## src/include/sipo_pkg.sv

```systemverilog
// sipo_pkg: constants shared by the serial-in parallel-out shifter and
// its capture fifo. assumes a single 250 MHz system clock domain.
//
// Contract
// - eight stages in a chain, each stage value always on its output
// - entered bit is the and of both serial inputs
// - each shift clock rising edge, reset inactive, loads first stage
// - same edge moves each stage to the next, last value dropped
// - clear beats everything; edges and data during clear change nothing (an edge within three clocks of clear falling still queues the cleared word)
package sipo_pkg;
  localparam int SIPO_STAGES = 8;
  localparam int SIPO_FIFO_DEPTH = 32;
  localparam int SIPO_SYNC_DEPTH = 3;
  localparam logic [SIPO_STAGES-1:0] SIPO_STAGE_RESET = 8'h00;
  // positions of the pin inputs in the synchroniser vectors
  localparam int SIPO_PIN_A = 0;
  localparam int SIPO_PIN_B = 1;
  localparam int SIPO_PIN_CLK = 2;
  localparam int SIPO_PIN_CLR = 3;
  localparam int SIPO_PINS = 4;
  localparam logic [SIPO_PINS-1:0] SIPO_PINS_RESET = 4'h0;
endpackage : sipo_pkg

```

## src/hw/sipo_fifo.sv

```systemverilog
// sipo_fifo: word fifo with a registered output word and registered
// write ready. assumes one clock, depth a power of two.
`timescale 1ns/1ps
module sipo_fifo #(
  parameter int WIDTH = 8,
  parameter int DEPTH = 32
) (
  input wire logic i_mclk,
  input wire logic i_resetn,
  input wire logic i_wr_valid,
  output logic o_wr_ready,
  input wire logic [WIDTH-1:0] i_wr_data,
  output logic o_rd_valid,
  input wire logic i_rd_ready,
  output logic [WIDTH-1:0] o_rd_data
);
  localparam int AW = (DEPTH > 1) ? $clog2(DEPTH) : 1;

  if (DEPTH < 2 || (1 << AW) != DEPTH || WIDTH < 1) begin : g_check
    $error("sipo_fifo: depth must be a power of two above one");
  end

  logic [WIDTH-1:0] mem [DEPTH];
  logic [AW-1:0] wr_ptr_reg, wr_ptr_next, rd_ptr_reg, rd_ptr_next;
  logic [AW:0] count_reg, count_next;
  logic ready_reg, ready_next, out_valid_reg, out_valid_next;
  logic [WIDTH-1:0] out_data_reg, out_data_next;
  logic push, pop_out, load;

  // the output word is a stage of its own so the consumer sees flops only
  always_comb begin
    pop_out = out_valid_reg & i_rd_ready;
    load = (count_reg != '0) & (~out_valid_reg | pop_out);
    push = i_wr_valid & ready_reg;
    wr_ptr_next = push ? AW'(wr_ptr_reg + 1'b1) : wr_ptr_reg;
    rd_ptr_next = load ? AW'(rd_ptr_reg + 1'b1) : rd_ptr_reg;
    count_next = (AW+1)'(count_reg + {{AW{1'b0}}, push}
                 - {{AW{1'b0}}, load});
    // ready is registered, so it is worked out from the next count, one cycle ahead
    ready_next = (count_next != (AW+1)'(DEPTH));
    out_valid_next = load | (out_valid_reg & ~pop_out);
    out_data_next = load ? mem[rd_ptr_reg] : out_data_reg;
  end

  always_ff @(posedge i_mclk or negedge i_resetn) begin
    if (!i_resetn) begin
      wr_ptr_reg <= '0;
      rd_ptr_reg <= '0;
      count_reg <= '0;
      ready_reg <= 1'b0;
      out_valid_reg <= 1'b0;
      out_data_reg <= '0;
    end else begin
      wr_ptr_reg <= wr_ptr_next;
      rd_ptr_reg <= rd_ptr_next;
      count_reg <= count_next;
      ready_reg <= ready_next;
      out_valid_reg <= out_valid_next;
      out_data_reg <= out_data_next;
    end
  end

  // storage has no reset; only words behind the pointers are ever read
  always_ff @(posedge i_mclk) begin
    if (push) begin
      mem[wr_ptr_reg] <= i_wr_data;
    end
  end

  assign o_wr_ready = ready_reg;
  assign o_rd_valid = out_valid_reg;
  assign o_rd_data = out_data_reg;
endmodule : sipo_fifo

```

## src/hw/sipo_shifter.sv

```systemverilog
// sipo_shifter: eight-stage serial-in parallel-out shift register whose
// shift clock, serial inputs and clear arrive as pins; every shifted word
// is also queued in a fifo for a downstream consumer while the fifo has room.
// assumes pin levels stay put for several system clocks around each edge.
`timescale 1ns/1ps
module sipo_shifter
  import sipo_pkg::*;
#(
  parameter int STAGES = SIPO_STAGES,
  parameter int FIFO_DEPTH = SIPO_FIFO_DEPTH
) (
  input wire logic i_mclk,
  input wire logic i_resetn,
  input wire logic i_serial_in_a,
  input wire logic i_serial_in_b,
  input wire logic i_shift_clock,
  input wire logic i_master_clear_n,
  output logic [STAGES-1:0] o_stage_out,
  output logic [STAGES-1:0] o_word_data,
  output logic o_word_valid,
  input wire logic i_word_ready,
  output logic o_capture_ready,
  output logic o_overflow
);
  if (STAGES != SIPO_STAGES) begin : g_check
    $error("sipo_shifter: stage count is fixed by the reset constant");
  end

  // pin synchroniser: three flops, a level counts once flop 2 and 3 agree
  logic [SIPO_PINS-1:0] sync1_reg, sync1_next;
  logic [SIPO_PINS-1:0] sync2_reg, sync2_next;
  logic [SIPO_PINS-1:0] sync3_reg, sync3_next;
  logic [SIPO_PINS-1:0] level_reg, level_next;
  // stage chain and capture state
  logic [STAGES-1:0] stage_reg, stage_next;
  logic push_reg, push_next;
  logic overflow_reg, overflow_next;
  logic clk_rise, clear_seen, shift_bit, stage_rst_n, fifo_ready;

  // settled level of a pin: follows the sync pair only when both agree
  function automatic logic sipo_settle(input logic s2, input logic s3,
                                       input logic held);
    sipo_settle = (s2 == s3) ? s3 : held;
  endfunction : sipo_settle

  // synchroniser next state; flop 1 feeds flop 2 and nothing else
  always_comb begin
    sync1_next = {i_master_clear_n, i_shift_clock,
                  i_serial_in_b, i_serial_in_a};
    sync2_next = sync1_reg;
    sync3_next = sync2_reg;
    for (int i = 0; i < SIPO_PINS; i++) begin
      level_next[i] = sipo_settle(sync2_reg[i], sync3_reg[i], level_reg[i]);
    end
  end

  always_ff @(posedge i_mclk or negedge i_resetn) begin
    if (!i_resetn) begin
      sync1_reg <= SIPO_PINS_RESET;
      sync2_reg <= SIPO_PINS_RESET;
      sync3_reg <= SIPO_PINS_RESET;
      level_reg <= SIPO_PINS_RESET;
    end else begin
      sync1_reg <= sync1_next;
      sync2_reg <= sync2_next;
      sync3_reg <= sync3_next;
      level_reg <= level_next;
    end
  end

  // edge and data decode. the clock level is tracked even during clear,
  // so a clock left high across clear does not fake an edge afterwards.
  // only the settled clear level gates edges: the raw pin would reach a
  // flop input unsynchronised. an edge within three clocks of clear
  // falling may still queue the cleared word; the stages stay low anyway
  always_comb begin
    clear_seen = ~level_next[SIPO_PIN_CLR];
    clk_rise = level_next[SIPO_PIN_CLK] & ~level_reg[SIPO_PIN_CLK]
               & ~clear_seen;
    // both data bits settle on the same delay as the clock edge
    shift_bit = level_next[SIPO_PIN_A] & level_next[SIPO_PIN_B];
  end

  // stage chain next values
  always_comb begin
    stage_next = stage_reg;
    if (clk_rise) begin
      stage_next = {stage_reg[STAGES-2:0], shift_bit};
    end
  end

  // clear acts straight on the stage flops, bypassing the synchroniser
  assign stage_rst_n = i_resetn & i_master_clear_n;

  always_ff @(posedge i_mclk or negedge stage_rst_n) begin
    if (!stage_rst_n) begin
      stage_reg <= SIPO_STAGE_RESET;
    end else begin
      stage_reg <= stage_next;
    end
  end

  // capture: each shift queues the new word one cycle later. the pin clock
  // cannot be stalled, so a word offered to a full fifo is lost and flagged
  always_comb begin
    push_next = clk_rise;
    overflow_next = overflow_reg | (push_reg & ~fifo_ready);
  end

  always_ff @(posedge i_mclk or negedge i_resetn) begin
    if (!i_resetn) begin
      push_reg <= 1'b0;
      overflow_reg <= 1'b0;
    end else begin
      push_reg <= push_next;
      overflow_reg <= overflow_next;
    end
  end

  sipo_fifo #(
    .WIDTH(STAGES),
    .DEPTH(FIFO_DEPTH)
  ) u_fifo (
    .i_mclk(i_mclk),
    .i_resetn(i_resetn),
    .i_wr_valid(push_reg),
    .o_wr_ready(fifo_ready),
    .i_wr_data(stage_reg),
    .o_rd_valid(o_word_valid),
    .i_rd_ready(i_word_ready),
    .o_rd_data(o_word_data)
  );

  // plain always-driven outputs, no enable and no float state
  assign o_stage_out = stage_reg;
  assign o_capture_ready = fifo_ready;
  assign o_overflow = overflow_reg;
endmodule : sipo_shifter

```

## config.mk

```make
export PLATFORM = sky130hd
export DESIGN_NAME = sipo_shifter
export DESIGN_NICKNAME = d
export VERILOG_FILES = /design/src/include/sipo_pkg.sv /design/src/hw/sipo_fifo.sv /design/src/hw/sipo_shifter.sv
export SDC_FILE = /design/constraint.sdc
export NUM_CORES = 1
export LEC_CHECK = 0
export ABC_AREA = 1
export BUFFER_PORTS_ARGS = -buffer_cell sky130_fd_sc_hd__buf_2
export CAP_MARGIN = 20
export CORE_UTILIZATION = 55
export CTS_CLUSTER_DIAMETER = 200
export DETAILED_ROUTE_END_ITERATION = 16
export GPL_ROUTABILITY_DRIVEN = 0
export GPL_TIMING_DRIVEN = 0
export PLACE_DENSITY_LB_ADDON = 0.2
export SLEW_MARGIN = 40
export SYNTH_ARGS = -nofsm -noshare
export SYNTH_HDL_FRONTEND = slang
export SYNTH_SLANG_ARGS = --single-unit
```

## constraint.sdc

```tcl
create_clock -name i_mclk -period 8.3 [get_ports i_mclk]
set_clock_uncertainty 0.15 [all_clocks]
set_input_delay 2.075 -clock i_mclk [delete_from_list [all_inputs] [get_ports i_mclk]]
set_output_delay 2.075 -clock i_mclk [all_outputs]
set_load 0.03 [all_outputs]
```

# Word-level counts from Yosys, hierarchy flattened
# Memory sizes are Yosys's and may differ from the RTL's. A register that Yosys moved wholly into a read port is not among the register bits.
# Cells that the tools add are included.
[totals] ram_bits=256 regBits=44 elab_cells=46 n_memories=1 out_inout_bits=19
[classes] n_addsub=4 bitwise=16 n_reduce_logical=2 n_mux=6 eq_ne=5
[memory_table] name="u_fifo.mem" depth=32 word_bits=8 read_ports=1 rd_ports_with_merged_regs=1 wr=1 line_no="sipo_fifo.sv:23" rtl="logic [WIDTH-1:0] mem [DEPTH];"
[op_table] operator="5-bit by 1-bit adder with 5-bit output (second input constant)" n=2
[op_table] operator="1-bit AND" n=9
[op_table] operator="6-bit by 1-bit adder with 6-bit output" n=1
[op_table] operator="1-bit 2-to-1 mux" n=6
[op_table] operator="6-bit != test (second input constant)" n=1
[op_table] operator="6-bit nonzero test" n=1
[op_table] operator="6-bit by 1-bit subtractor with 6-bit output" n=1
[op_table] operator="1-bit == test" n=4
[op_table] operator="1-bit inverter" n=4
[op_table] operator="1-bit bitwise OR" n=3
[op_table] operator="1-bit logical NOT" n=1

# Longest topological paths before layout
# Gate-level depths: netlist of the first run.
[depth] ltp_word=5 mapped_depth=15 depth_no_buf=14

# By module
# Synthesis of the first run repeated with hierarchy kept, for this count alone.
[unflattened] hier_cells=1234 area_unflattened_um2=13037.5
[by_module_without_submodules] module="sipo_fifo" n_inst=1 cells_each=1147 area_per_inst_um2=12086.6
[by_module_without_submodules] module="sipo_shifter" n_inst=1 cells_each=87 area_per_inst_um2=950.9

# Worst setup path before layout of the first run
# Ideal clock, no wire load.
[synth_path] path_type="input to register" from="input i_word_ready" to="register u_fifo.ready_reg (netlist: u_fifo.o_wr_ready)" setup_slack_ps=4030 arrival_time_ps=3989 stages=12 path_cell_list="o21ai_0 inv_1 clkbuf_1 ha_1 inv_1 ha_1 inv_1 fa_1 o21ai_0 xor2_1 nor2_1 nand3_1"
[synth_via] elab_chain_cells=5
[synth_rtl] item="from (decl)" line_no="sipo_shifter.sv:21" rtl="input wire logic i_word_ready,"
[synth_rtl] item="1-bit AND" line_no="sipo_fifo.sv:32" rtl="pop_out = out_valid_reg & i_rd_ready;"
[synth_rtl] item="1-bit bitwise OR" line_no="sipo_fifo.sv:33" rtl="load = (count_reg != '0) & (~out_valid_reg | pop_out);"
[synth_rtl] item="1-bit AND" line_no="sipo_fifo.sv:33"
[synth_rtl] item="via u_fifo.load" line_no="sipo_fifo.sv:28" rtl="logic push, pop_out, load;"
[synth_rtl] item="6-bit by 1-bit subtractor with 6-bit output" line_no="sipo_fifo.sv:38" rtl="- {{AW{1'b0}}, load});"
[synth_rtl] item="via u_fifo.count_next[4]" line_no="sipo_fifo.sv:25" rtl="logic [AW:0] count_reg, count_next;"
[synth_rtl] item="6-bit != test" line_no="sipo_fifo.sv:40" rtl="ready_next = (count_next != (AW+1)'(DEPTH));"
[synth_rtl] item="via u_fifo.ready_next" line_no="sipo_fifo.sv:26" rtl="logic ready_reg, ready_next, out_valid_reg, out_valid_next;"
[synth_rtl] item="to (signal assigned)" line_no="sipo_fifo.sv:57" rtl="ready_reg <= ready_next;"
[synth_rtl] item="to (decl)" line_no="sipo_fifo.sv:26"
# The timed path passes the listed nets, and every way through them passes these cells.
# A chain may end at the register's enable or synchronous reset.

# Worst setup path after layout of the first run
# Ends and elaborated chain as after synthesis.

==> results.md, run 1 <==
- Net Sw Frac: 37.18%
- Reg area: 8999 sq um
- Worst r2r path cells: 15
- Worst slew margin: 46.81%
- Clock network power share: 28.4%
- Delay-heaviest family, CP: adder cells
- Netlist cell types: 25
- CTS root buf: clkbuf_16
- Row cnt: 55
- Ys async rst share: 16.88%
- Internal power: 3.210 mW
- DRT iter0 DRCs: 775
- Routed length per instance: 18.12 um
- Initial DRT Pass Iterations: 5
- Hold buffers post-CTS: 0
- DIE AREA: 24,100 sq um
- Fin worst setup slack: 3793 ps
- CTS tree: yes
- Min Tclk post-route: 4507 ps
- Via count: 8,471
- Synth top area cells: edfxtp_1 60%, nand2_1 11%, dfrtp_1 10%
- Commonest cells in the netlist: 392 x nand2_1, 256 x edfxtp_1, 157 x nand3_1, 131 x inv_1, 87 x nor2_1
- GRT Total Usage: 25.61%
- Placement Setup Slack: 3263 ps
- Post-synthesis sequential area ratio: 69.61%
- Clk slew on worst S/H paths: 60 ps
- Max Fclk: 221.9 MHz
- Pwr Total: 5.110 mW
- EDFF count, synth: 256
- Initial antenna violation count: 0
- Fillers: 1,807
- Crit path buf inv count: 5
- Final core occ: 63.66%
- Unrepaired setup endpoints after global routing: false
- Clk_lat worst skew: 520 ps
- Register-to-register setup slack: 4850 ps
- CP max stage delay: 490 ps
- Top_reg_cell synth: edfxtp_1
- Hold wc startpoint: sync1_reg[3]
- Yosys top cell by area: edfxtp_1
- Number of cells produced by synthesis: 1,208
- Lkg Pwr: 6.123 nW
- Biggest register: u_fifo.mem
- HP Class: reg -> reg
- Max-cap viol count: 0
- Crit path top cell by count: inv_1
- Syn Area/Cell: 10.69 sq um
- Status: finished, final reports clean
- Yosys reg bits: 308
- Multi-input combinational cell area: 3149 sq um
- WHS Path Cells: 0
- Nets: 1,290
- Max reg flops: 256
- Share of layout cells above drive strength 1: 10.45%
- Post-route DRC: 0
- Most frequent cell after synthesis: nand2_1
- Core area: 22,850 sq um
- Drt total wl: 29.08 mm
- CP Data Arrival Time: 4750 ps
- Worst-path fanout max: 10
- Mapped cell area: 12,910 sq um
- Top cell type's share of synthesized area: 59.53%
- Final Hold Viols: 0
- Pwr/cell area: 351.3 nW/um^2
- GR Overflow Total: 0
- Global-route wire length before repair: 45.36 mm
- CP Launch Type: primary input
- Vias in the first global route: 8,136
- Setup Total Neg Slack: 0 ps
- TritonCTS buffer count: 34
- Die W: 155.2 um
- RR Startpoint: u_fifo.count_reg[2]
- PostCTS Resize Cnt: 0
- Crit end category: flop
- HPWL after detailed placement: 18.94 mm
- Setup violators final: 0
- Initial core utilization: 56.52%
- Mapped Nets: 1,229
- R2R Path End: u_fifo.o_wr_ready
- Logic pwr share: 31.0%
- Number of setup buffers added after CTS: 0
- Buffers on Ports: 25
- Vias per cell: 5.278
- Largest net degree at the start of global routing: 46
- Clock Sinks: 308
- Slew Viols, Final: 0
- Critical-path cell list: buf_2 -> o21ai_0 -> inv_1 -> clkbuf_1 -> ha_1 -> inv_1 -> ha_1 -> inv_1 -> fa_1 -> o21ai_0 -> xor2_1 -> nor2_1 -> nand3_1
- Sequential share of power: 40.6%
- Hold endpoint: sync2_reg[3]
- Worst-Margin Slew: 797.8 ps
- Critical path class: in -> reg
- CP max-delay cell: o21ai_0
- Clock buffer depth: 3
- Yosys warning total: 0
- Ports: 26
- Crit share post-route: 54.30%
- Htree depth: 2
- N_diodes: 0
- Area Overhead vs Synth: 12.63%
- Post-DRT Antenna Nets: 0
- Switching pwr: 1.900 mW
- Die H: 155.2 um
- Peak VDD IR: 0.2407 mV
- Worst EP required: 8540 ps
-- final cells by class --
class	count	share of cell area, %
clock buffers	45	6.632
repair buffers	25	0.8774
well taps	313	2.692
flip-flops and latches	308	61.87
clock inverters	14	0.9118
inverters	137	3.535
multi-input cells	711	21.65
plain buffers	52	1.832
-- layout by cell type, fill, tap and decap left out, types with 4 or more instances in the layout --
cell	synthesis	layout
clkbuf_16	0	36
inv_1	131	131
dfrtp_1	52	44
edfxtp_1	256	256
nand3_1	157	157
ha_1	13	13
clkinv_2	0	4
nor2_1	87	85
o21ai_0	17	17
buf_4	4	5
xor2_1	8	8
clkinv_1	3	5
a21oi_1	21	21
dfrtp_2	0	8
clkbuf_1	8	14
nand2_1	392	392
buf_2	39	63
-- cells by family after synthesis --
family | count (synthesis) | share of synthesized area [%]
buffers and inverters | 189 | 6.046
xor gates and xnor gates | 11 | 0.7461
DFF | 308 | 69.61
and+or+nand+nor | 642 | 20.33
AOI/OAI and AO/OA | 42 | 1.705
adders and majority gates | 16 | 1.570
-- worst max path at each step --
stage,cells past startpoint,start,endpoint
after floorplan,12,i_word_ready,u_fifo.o_wr_ready
after global placement,13,i_word_ready,u_fifo.o_wr_ready
after detailed placement,13,i_word_ready,u_fifo.o_wr_ready
after CTS,13,i_word_ready,u_fifo.o_wr_ready
after global routing,13,i_word_ready,u_fifo.o_wr_ready
final,13,i_word_ready,u_fifo.o_wr_ready
-- layer usage --
layer | global-route usage, % | share of wire, % | vias up
met5 | 0 | 0 | -
met4 | 11.20 | 3.8 | 0
met3 | 3.955 | 7.9 | 83
met2 | 40.11 | 46 | 346
met1 | 35.98 | 43 | 3963
li1 | - | - | 4079
-- power by group through the flow --
stage | combinational, mW | clock (mW) | sequential (mW)
2_1_floorplan | 1.02 | 0 | 2.07
3_3_place_gp | 1.54 | 0 | 2.10
3_5_place_dp | 1.56 | 0 | 2.11
4_1_cts | 1.57 | 1.47 | 2.07
5_1_grt | 1.76 | 1.52 | 2.09
6_report | 1.58 | 1.45 | 2.07
-- through the flow --
stage	area [sq um]	cells	hold WS [ps]
floorplan	12910	1208	181.2
finish	14550	1605	194.0
global route	14550	1605	200.0
detailed placement	13440	1546	185.5
global placement	13430	1546	183.5
CTS	14540	1605	193.6
Note: power is estimated with default switching activity, not from simulation.
==> run 2, diff against run 1 <==
ABC_AREA = 0   (was 1)
clock period = 4.13 ns   (was 8.3 ns; I/O delays follow)
==> results.md, run 2 <==
- Pwr Total: 8.716 mW (+71%)
- GR Util met1: 33.34% (-2.6 points)
- Crit path buf inv count: 5 (unchanged)
- Worst-Margin Slew: 839.9 ps (+42.08 ps)
- Critical-path cell list: inv_1 -> ha_1 -> nor4bb_2 -> a21oi_2 -> clkbuf_2 -> ha_1 -> inv_1 -> ha_1 -> inv_1 -> fa_1 -> inv_1 -> or3_1 -> or4b_1
- RR Startpoint: u_fifo.count_reg[2]
- Met2 usage: 36.32% (-3.8 points)
- Post-DRT Antenna Nets: 0 (unchanged)
- Max reg flops: 256 (unchanged)
- Net Sw Frac: 30.59% (-6.6 points)
- Core area: 21,220 sq um (-7.1%)
- HP Class: reg -> reg
- Placed cell area: 12,500 sq um (-7.0%)
- Netlist cell types: 45 (+80%)
- Clk_lat worst skew: 560 ps (+40 ps)
- Lkg Pwr: 4.734 nW (-23%)
- CP max-delay cell: or4b_1
- Crit path top cell by count: inv_1
- Worst slew margin: 43.80% (-3.0 points)
- N_diodes: 0 (unchanged)
- CP Data Arrival Time: 4060 ps (-690 ps)
- Largest net degree at the start of global routing: 46 (unchanged)
- Yosys warning total: 0 (unchanged)
- Nets: 745 (-42%)
- Yosys reg bits: 308 (unchanged)
- Internal power: 6.049 mW (+88%)
- Hold wc startpoint: sync1_reg[3]
- Final core occ: 63.38% (-0.28 points)
- Yosys top cell by area: edfxtp_1
- CTS root buf: clkbuf_16
- Delay-heaviest family, CP: adder cells
- Top cell type's share of synthesized area: 63.95% (+4.4 points)
- TritonCTS buffer count: 30 (-12%)
- Die H: 149.8 um (-3.5%)
- Status: finished, final reports clean
- Crit share post-route: 92.01%
- Crit. Startpoint: u_fifo.count_reg[2]
- R2R Path End: u_fifo.o_wr_ready
- Ports: 26 (unchanged)
- GRT Max-Usage Layer: met2
- Most frequent cell after synthesis: edfxtp_1
- GR Overflow Total: 0 (unchanged)
- Post-Layout Cell Count: 1,023 (-36%)
- DIE AREA: 22,450 sq um (-6.8%)
- Setup violators final: 0 (unchanged)
- Worst-path fanout max: 10 (unchanged)
- Clock buffer depth: 3 (unchanged)
- Post-route DRC: 0 (unchanged)
- Min Tclk post-route: 3800 ps
- Crit end category: flop
- Buffers on Ports: 25 (unchanged)
- DRT iter0 DRCs: 571 (-26%)
- Clock Sinks: 308 (unchanged)
- Clock network power share: 29.3% (+0.9 points)
- Vias in the first global route: 6,293 (-23%)
- Hold endpoint: sync2_reg[3]
- Vias per cell: 5.977 (+13%)
- Area Overhead vs Synth: 11.90%
- Commonest cells in the netlist: 256 x edfxtp_1, 52 x dfrtp_1, 51 x nor2_1, 48 x mux2i_1, 41 x nand2_1
- Crit. path cell count: 13 (unchanged)
- Initial core utilization: 56.65% (+0.12 points)
- Fillers: 1,481 (-18%)
- Die W: 149.8 um (-3.5%)
- Max-cap viol count: 0 (unchanged)
- EDFF count, synth: 256 (unchanged)
- Routed length per instance: 23.82 um (+31%)
- Drt total wl: 24.37 mm (-16%)
- Number of cells produced by synthesis: 667 (-45%)
- Most frequent cells in the layout: 256 x edfxtp_1, 50 x nor2_1, 48 x mux2i_1
- Clk slew on worst S/H paths: 60 ps (about the same)
- Unrepaired setup endpoints after global routing: false
- Initial antenna violation count: 0 (unchanged)
- Critical path class: reg -> reg
- Switching pwr: 2.666 mW (+40%)
- Cell area after layout: 13,450 sq um (-7.5%)
- Slew Viols, Final: 0 (unchanged)
- CP max stage delay: 530 ps (+40 ps)
- GRT Total Usage: 22.94% (-2.7 points)
- Placed cells: 967 (-37%)
- Worst r2r path cells: 13 (-2)
- CTS tree: yes
- Initial DRT Pass Iterations: 5 (unchanged)
- CP Launch Type: flop
- Most common cell after layout, fill and taps aside: edfxtp_1
- Number of setup buffers added after CTS: 0 (unchanged)
- Biggest register: u_fifo.mem
- Synth top area cells: edfxtp_1 64%, dfrtp_1 11%, mux4_2 7.5%
- Row cnt: 53 (-3.6%)
- Sequential share of power: 44.4% (+3.8 points)
- Pwr/cell area: 648.0 nW/um^2 (+84%)
- Via count: 6,114 (-28%)
- Met3 Use GR: 3.537% (-0.42 points)
- Worst EP required: 4390 ps (-4150 ps)
- HPWL after detailed placement: 15.12 mm (-20%)
- Post-synthesis sequential area ratio: 74.78% (+5.2 points)
- Mapped cell area: 12,020 sq um (-6.9%)
- Global-route wire length before repair: 37.29 mm (-18%)
- Max Fclk: 263.1 MHz
- Mapped Nets: 688 (-44%)
- Share of layout cells above drive strength 1: 20.05% (+9.6 points)
- Peak VDD IR: 0.4590 mV (+91%)
- Register-to-register setup slack: 330 ps (-4520 ps)
- Htree depth: 1 (-1)
- Top_reg_cell synth: edfxtp_1
- Ys async rst share: 16.88% (unchanged)
- Final Hold Viols: 0 (unchanged)
- WHS Path Cells: 0 (unchanged)
- Logic pwr share: 26.3% (-4.7 points)
- Syn Area/Cell: 18.02 sq um (+69%)
-- run 2: cell types whose count changed after synthesis, moves of 9 or more --
| cell | before | now |
|---|---|---|
| nand2_1 | 392 | 41 |
| nand3_1 | 157 | 2 |
| inv_1 | 131 | 19 |
| mux2i_1 | 0 | 48 |
| mux4_2 | 0 | 40 |
| nor2_1 | 87 | 51 |
| buf_2 | 39 | 6 |
| a21oi_1 | 21 | 3 |
| o22ai_1 | 0 | 16 |
| mux2_2 | 0 | 9 |
-- run 2: worst max-delay path by stage --
stage / end / slack (ps)
final: u_fifo.o_wr_ready / 330
after global routing: u_fifo.o_wr_ready / 110
after CTS: u_fifo.o_wr_ready / 130
after detailed placement: u_fifo.o_wr_ready / -480
after global placement: u_fifo.o_wr_ready / -430
after floorplan: u_fifo.o_wr_ready / 240
-- run 2: per-stage QoR --
| stage | hold WS (ps) | setup TNS [ps] | worst slack [ps] |
|---|---|---|---|
| 2_1_floorplan | 181.2 | 0 | 237.8 |
| 3_3_place_gp | 184.8 | -431.4 | -431.4 |
| 3_5_place_dp | 185.6 | -484.7 | -484.7 |
| 4_1_cts | 199.5 | 0 | 133.9 |
| 5_1_grt | 205.0 | 0 | 114.5 |
| 6_report | 196.2 | 0 | 329.9 |
-- run 2: cell families after synthesis --
group | count (synthesis) | share of synthesized area, %
compound gates | 55 | 3.258
buf+inv | 48 | 2.030
mux | 97 | 12.33
simple gates | 131 | 5.017
flops | 308 | 74.78
fa+ha+maj | 18 | 1.853
xor+xnor | 10 | 0.7287
-- run 2: cell type report --
cell class              instances  area [sq um]  share of cell area (%)
flip-flops and latches        308          8999                   66.90
multi-input cells             311          2800                   20.82
clock buffers                  46         878.3                   6.530
well taps                     275         344.1                   2.558
plain buffers                  28         170.2                   1.265
repair buffers                 25         127.6                  0.9488
inverters                      20         75.07                  0.5581
clock inverters                10         56.30                  0.4186
-- run 2: repair_timing --
action	4_1_cts	5_1_grt
hold buffers	0	0
setup endpoints to repair	1	1
resized for setup	1	3
-- run 2: layer usage --
metal / vias up / part of all wire (%)
li1: 2711 / -
met1: 3109 / 43
met2: 245 / 48
met3: 49 / 6.4
met4: 0 / 2.4
met5: - / 0
-- run 2: power groups by stage --
stage	combinational (mW)	sequential [mW]	clock, mW
after floorplan	1.58	3.94	0
after global placement	2.23	3.90	0
after detailed placement	2.28	3.93	0
after CTS	2.30	3.87	2.61
after global routing	2.47	3.90	2.73
final	2.29	3.87	2.55
-- run 2: worst reg2reg max path: stages (launching register included) --
cell	delay, ps
dfrtp_1	350
inv_1	70
ha_1	190
nor4bb_2	180
a21oi_2	340
clkbuf_2	360
ha_1	280
inv_1	60
ha_1	150
inv_1	60
fa_1	510
inv_1	50
or3_1	380
or4b_1	530
==> run 3, diff against run 2 <==
PLACE_DENSITY_LB_ADDON = 0.25   (was 0.2)
==> results.md, run 3 (synthesized netlist as in run 2, its figures left out) <==
- DRT iter0 DRCs: 539 (-5.6%)
- Lkg Pwr: 4.727 nW (-0.15%)
- CTS tree: yes
- Final Hold Viols: 0 (unchanged)
- CP max stage delay: 530 ps (about the same)
- Peak VDD IR: 0.4789 mV (+4.3%)
- CP max-delay cell: or4b_1
- Nets: 743 (-0.27%)
- Crit share post-route: 93.21% (+1.2 points)
- Clock Sinks: 308 (unchanged)
- Worst slew margin: 43.70% (-0.10 points)
- GR Overflow Total: 0 (unchanged)
- Drt total wl: 23.47 mm (-3.7%)
- HP Class: reg -> reg
- Pwr Total: 8.717 mW (about the same)
- Critical path class: reg -> reg
- HPWL after detailed placement: 14.79 mm (-2.2%)
- CP Data Arrival Time: 4110 ps (+50 ps)
- Switching pwr: 2.636 mW (-1.1%)
- Share of layout cells above drive strength 1: 20.05% (about the same)
- Max Fclk: 259.8 MHz (-1.3%)
- Worst-Margin Slew: 841.4 ps (+1.531 ps)
- Vias per cell: 5.939 (-0.63%)
- Setup Total Neg Slack: 0 ps (unchanged)
- Clk slew on worst S/H paths: 70 ps (about the same)
- Post-route DRC: 0 (unchanged)
- Ports: 26 (unchanged)
- Biggest register: u_fifo.mem
- Fin worst setup slack: 280.5 ps (-49.39 ps)
- TritonCTS buffer count: 28 (-6.7%)
- Crit path top cell by count: inv_1
- Initial antenna violation count: 0 (unchanged)
- Status: finished, final reports clean
- Initial DRT Pass Iterations: 5 (unchanged)
- Clock buffer depth: 3 (unchanged)
- Max reg flops: 256 (unchanged)
- Setup violators final: 0 (unchanged)
- Post-DRT Antenna Nets: 0 (unchanged)
- Slew Viols, Final: 0 (unchanged)
- Die W: 149.8 um (unchanged)
- Pwr/cell area: 649.2 nW/um^2 (+0.19%)
- Sequential share of power: 44.3% (about the same)
- Most common cell after layout, fill and taps aside: edfxtp_1
- Critical-path cell list: inv_1 -> ha_1 -> nor4bb_1 -> a21oi_2 -> clkbuf_2 -> ha_1 -> inv_1 -> ha_1 -> inv_1 -> fa_1 -> inv_1 -> or3_1 -> or4b_1
- Number of setup buffers added after CTS: 0 (unchanged)
- Register-to-register setup slack: 280 ps (-50 ps)
- Crit path buf inv count: 5 (unchanged)
- Crit end category: flop
- Min Tclk post-route: 3850 ps (+49.39 ps)
- Core area: 21,220 sq um (unchanged)
- Logic pwr share: 26.2% (about the same)
- Delay-heaviest family, CP: simple AND/OR/NAND/NOR gates
- Internal power: 6.081 mW (+0.53%)
- Clock network power share: 29.5% (+0.2 points)
- CP Launch Type: flop
- Row cnt: 53 (unchanged)
- Die H: 149.8 um (unchanged)
- Worst-path fanout max: 10 (unchanged)
- Placement Setup Slack: -454.4 ps (+30.33 ps)
- N_diodes: 0 (unchanged)
- Placed cell area: 12,500 sq um (unchanged)
- Clk_lat worst skew: 540 ps (-20 ps)
- Net Sw Frac: 30.24% (-0.36 points)
- Most frequent cells in the layout: 256 x edfxtp_1, 50 x nor2_1, 48 x mux2i_1
- Vias in the first global route: 6,118 (-2.8%)
- Buffers on Ports: 25 (unchanged)
- Via count: 6,046 (-1.1%)
- Htree depth: 1 (unchanged)
- Global-route wire length before repair: 35.72 mm (-4.2%)
- Largest net degree at the start of global routing: 46 (unchanged)
- Unrepaired setup endpoints after global routing: false
- CTS root buf: clkbuf_16
- GRT Total Usage: 21.90% (-1.0 points)
- Worst EP required: 4390 ps (about the same)
- Initial core utilization: 56.65% (unchanged)
- Max-cap viol count: 0 (unchanged)
- Routed length per instance: 23.05 um (-3.2%)
- Area Overhead vs Synth: 11.71%
- Cell area after layout: 13,430 sq um (-0.17%)
- DIE AREA: 22,450 sq um (unchanged)
run 3: changes by cell type in the layout (fill, tap and decap cells not counted), sizes merged:
cell / before / now
clkinv: 11 / 13
clkbuf: 58 / 47
clkinvlp: 0 / 1
bufinv: 0 / 3
run 3: layout make-up:
type | instances | area, sq um
flip-flops and latches | 308 | 8999
fillers | 1497 | 7792
multi-input cells | 311 | 2794
clock buffers | 35 | 768.2
well taps | 275 | 344.1
plain buffers | 28 | 170.2
clock inverters | 16 | 150.1
repair buffers | 25 | 127.6
inverters | 20 | 75.07
run 3: timing repair:
action / 4_1_cts / 5_1_grt
setup endpoints to repair: 1 / 1
gates resized for setup: 1 / 1
hold buffers: 0 / 0
run 3: metrics by stage:
step	std cells	hold WS (ps)	utilization, %
CTS	1018	204.7	63.25
global placement	967	184.2	58.86
finish	1018	200.2	63.28
global route	1018	211.8	63.28
detailed placement	967	191.0	58.92
floorplan	667	181.2	-
run 3: final timing paths:
check	depth (start not counted)	endpoint	from
min in group asynchronous	2	o_stage_out[1]	i_master_clear_n
worst max register to register	13	u_fifo.o_wr_ready	u_fifo.count_reg[5]
worst min-delay path	0	sync2_reg[3]	sync1_reg[3]
worst max-delay path	13	u_fifo.o_wr_ready	u_fifo.count_reg[5]
worst min register to register	0	sync2_reg[3]	sync1_reg[3]
max in group asynchronous	2	o_stage_out[7]	i_resetn
run 3: power groups by stage:
stage	Sequential, mW	Combinational [mW]	Clock [mW]
2_1_floorplan	3.94	1.58	0
3_3_place_gp	3.90	2.21	0
3_5_place_dp	3.92	2.28	0
4_1_cts	3.86	2.29	2.60
5_1_grt	3.89	2.46	2.71
6_report	3.86	2.29	2.57
run 3: routing by layer:
metal  routed length, um  track usage, %
met1               10320           31.84
met4                 621           5.859
met2               11230           35.25
met3                1295           3.018
met5                   0               0
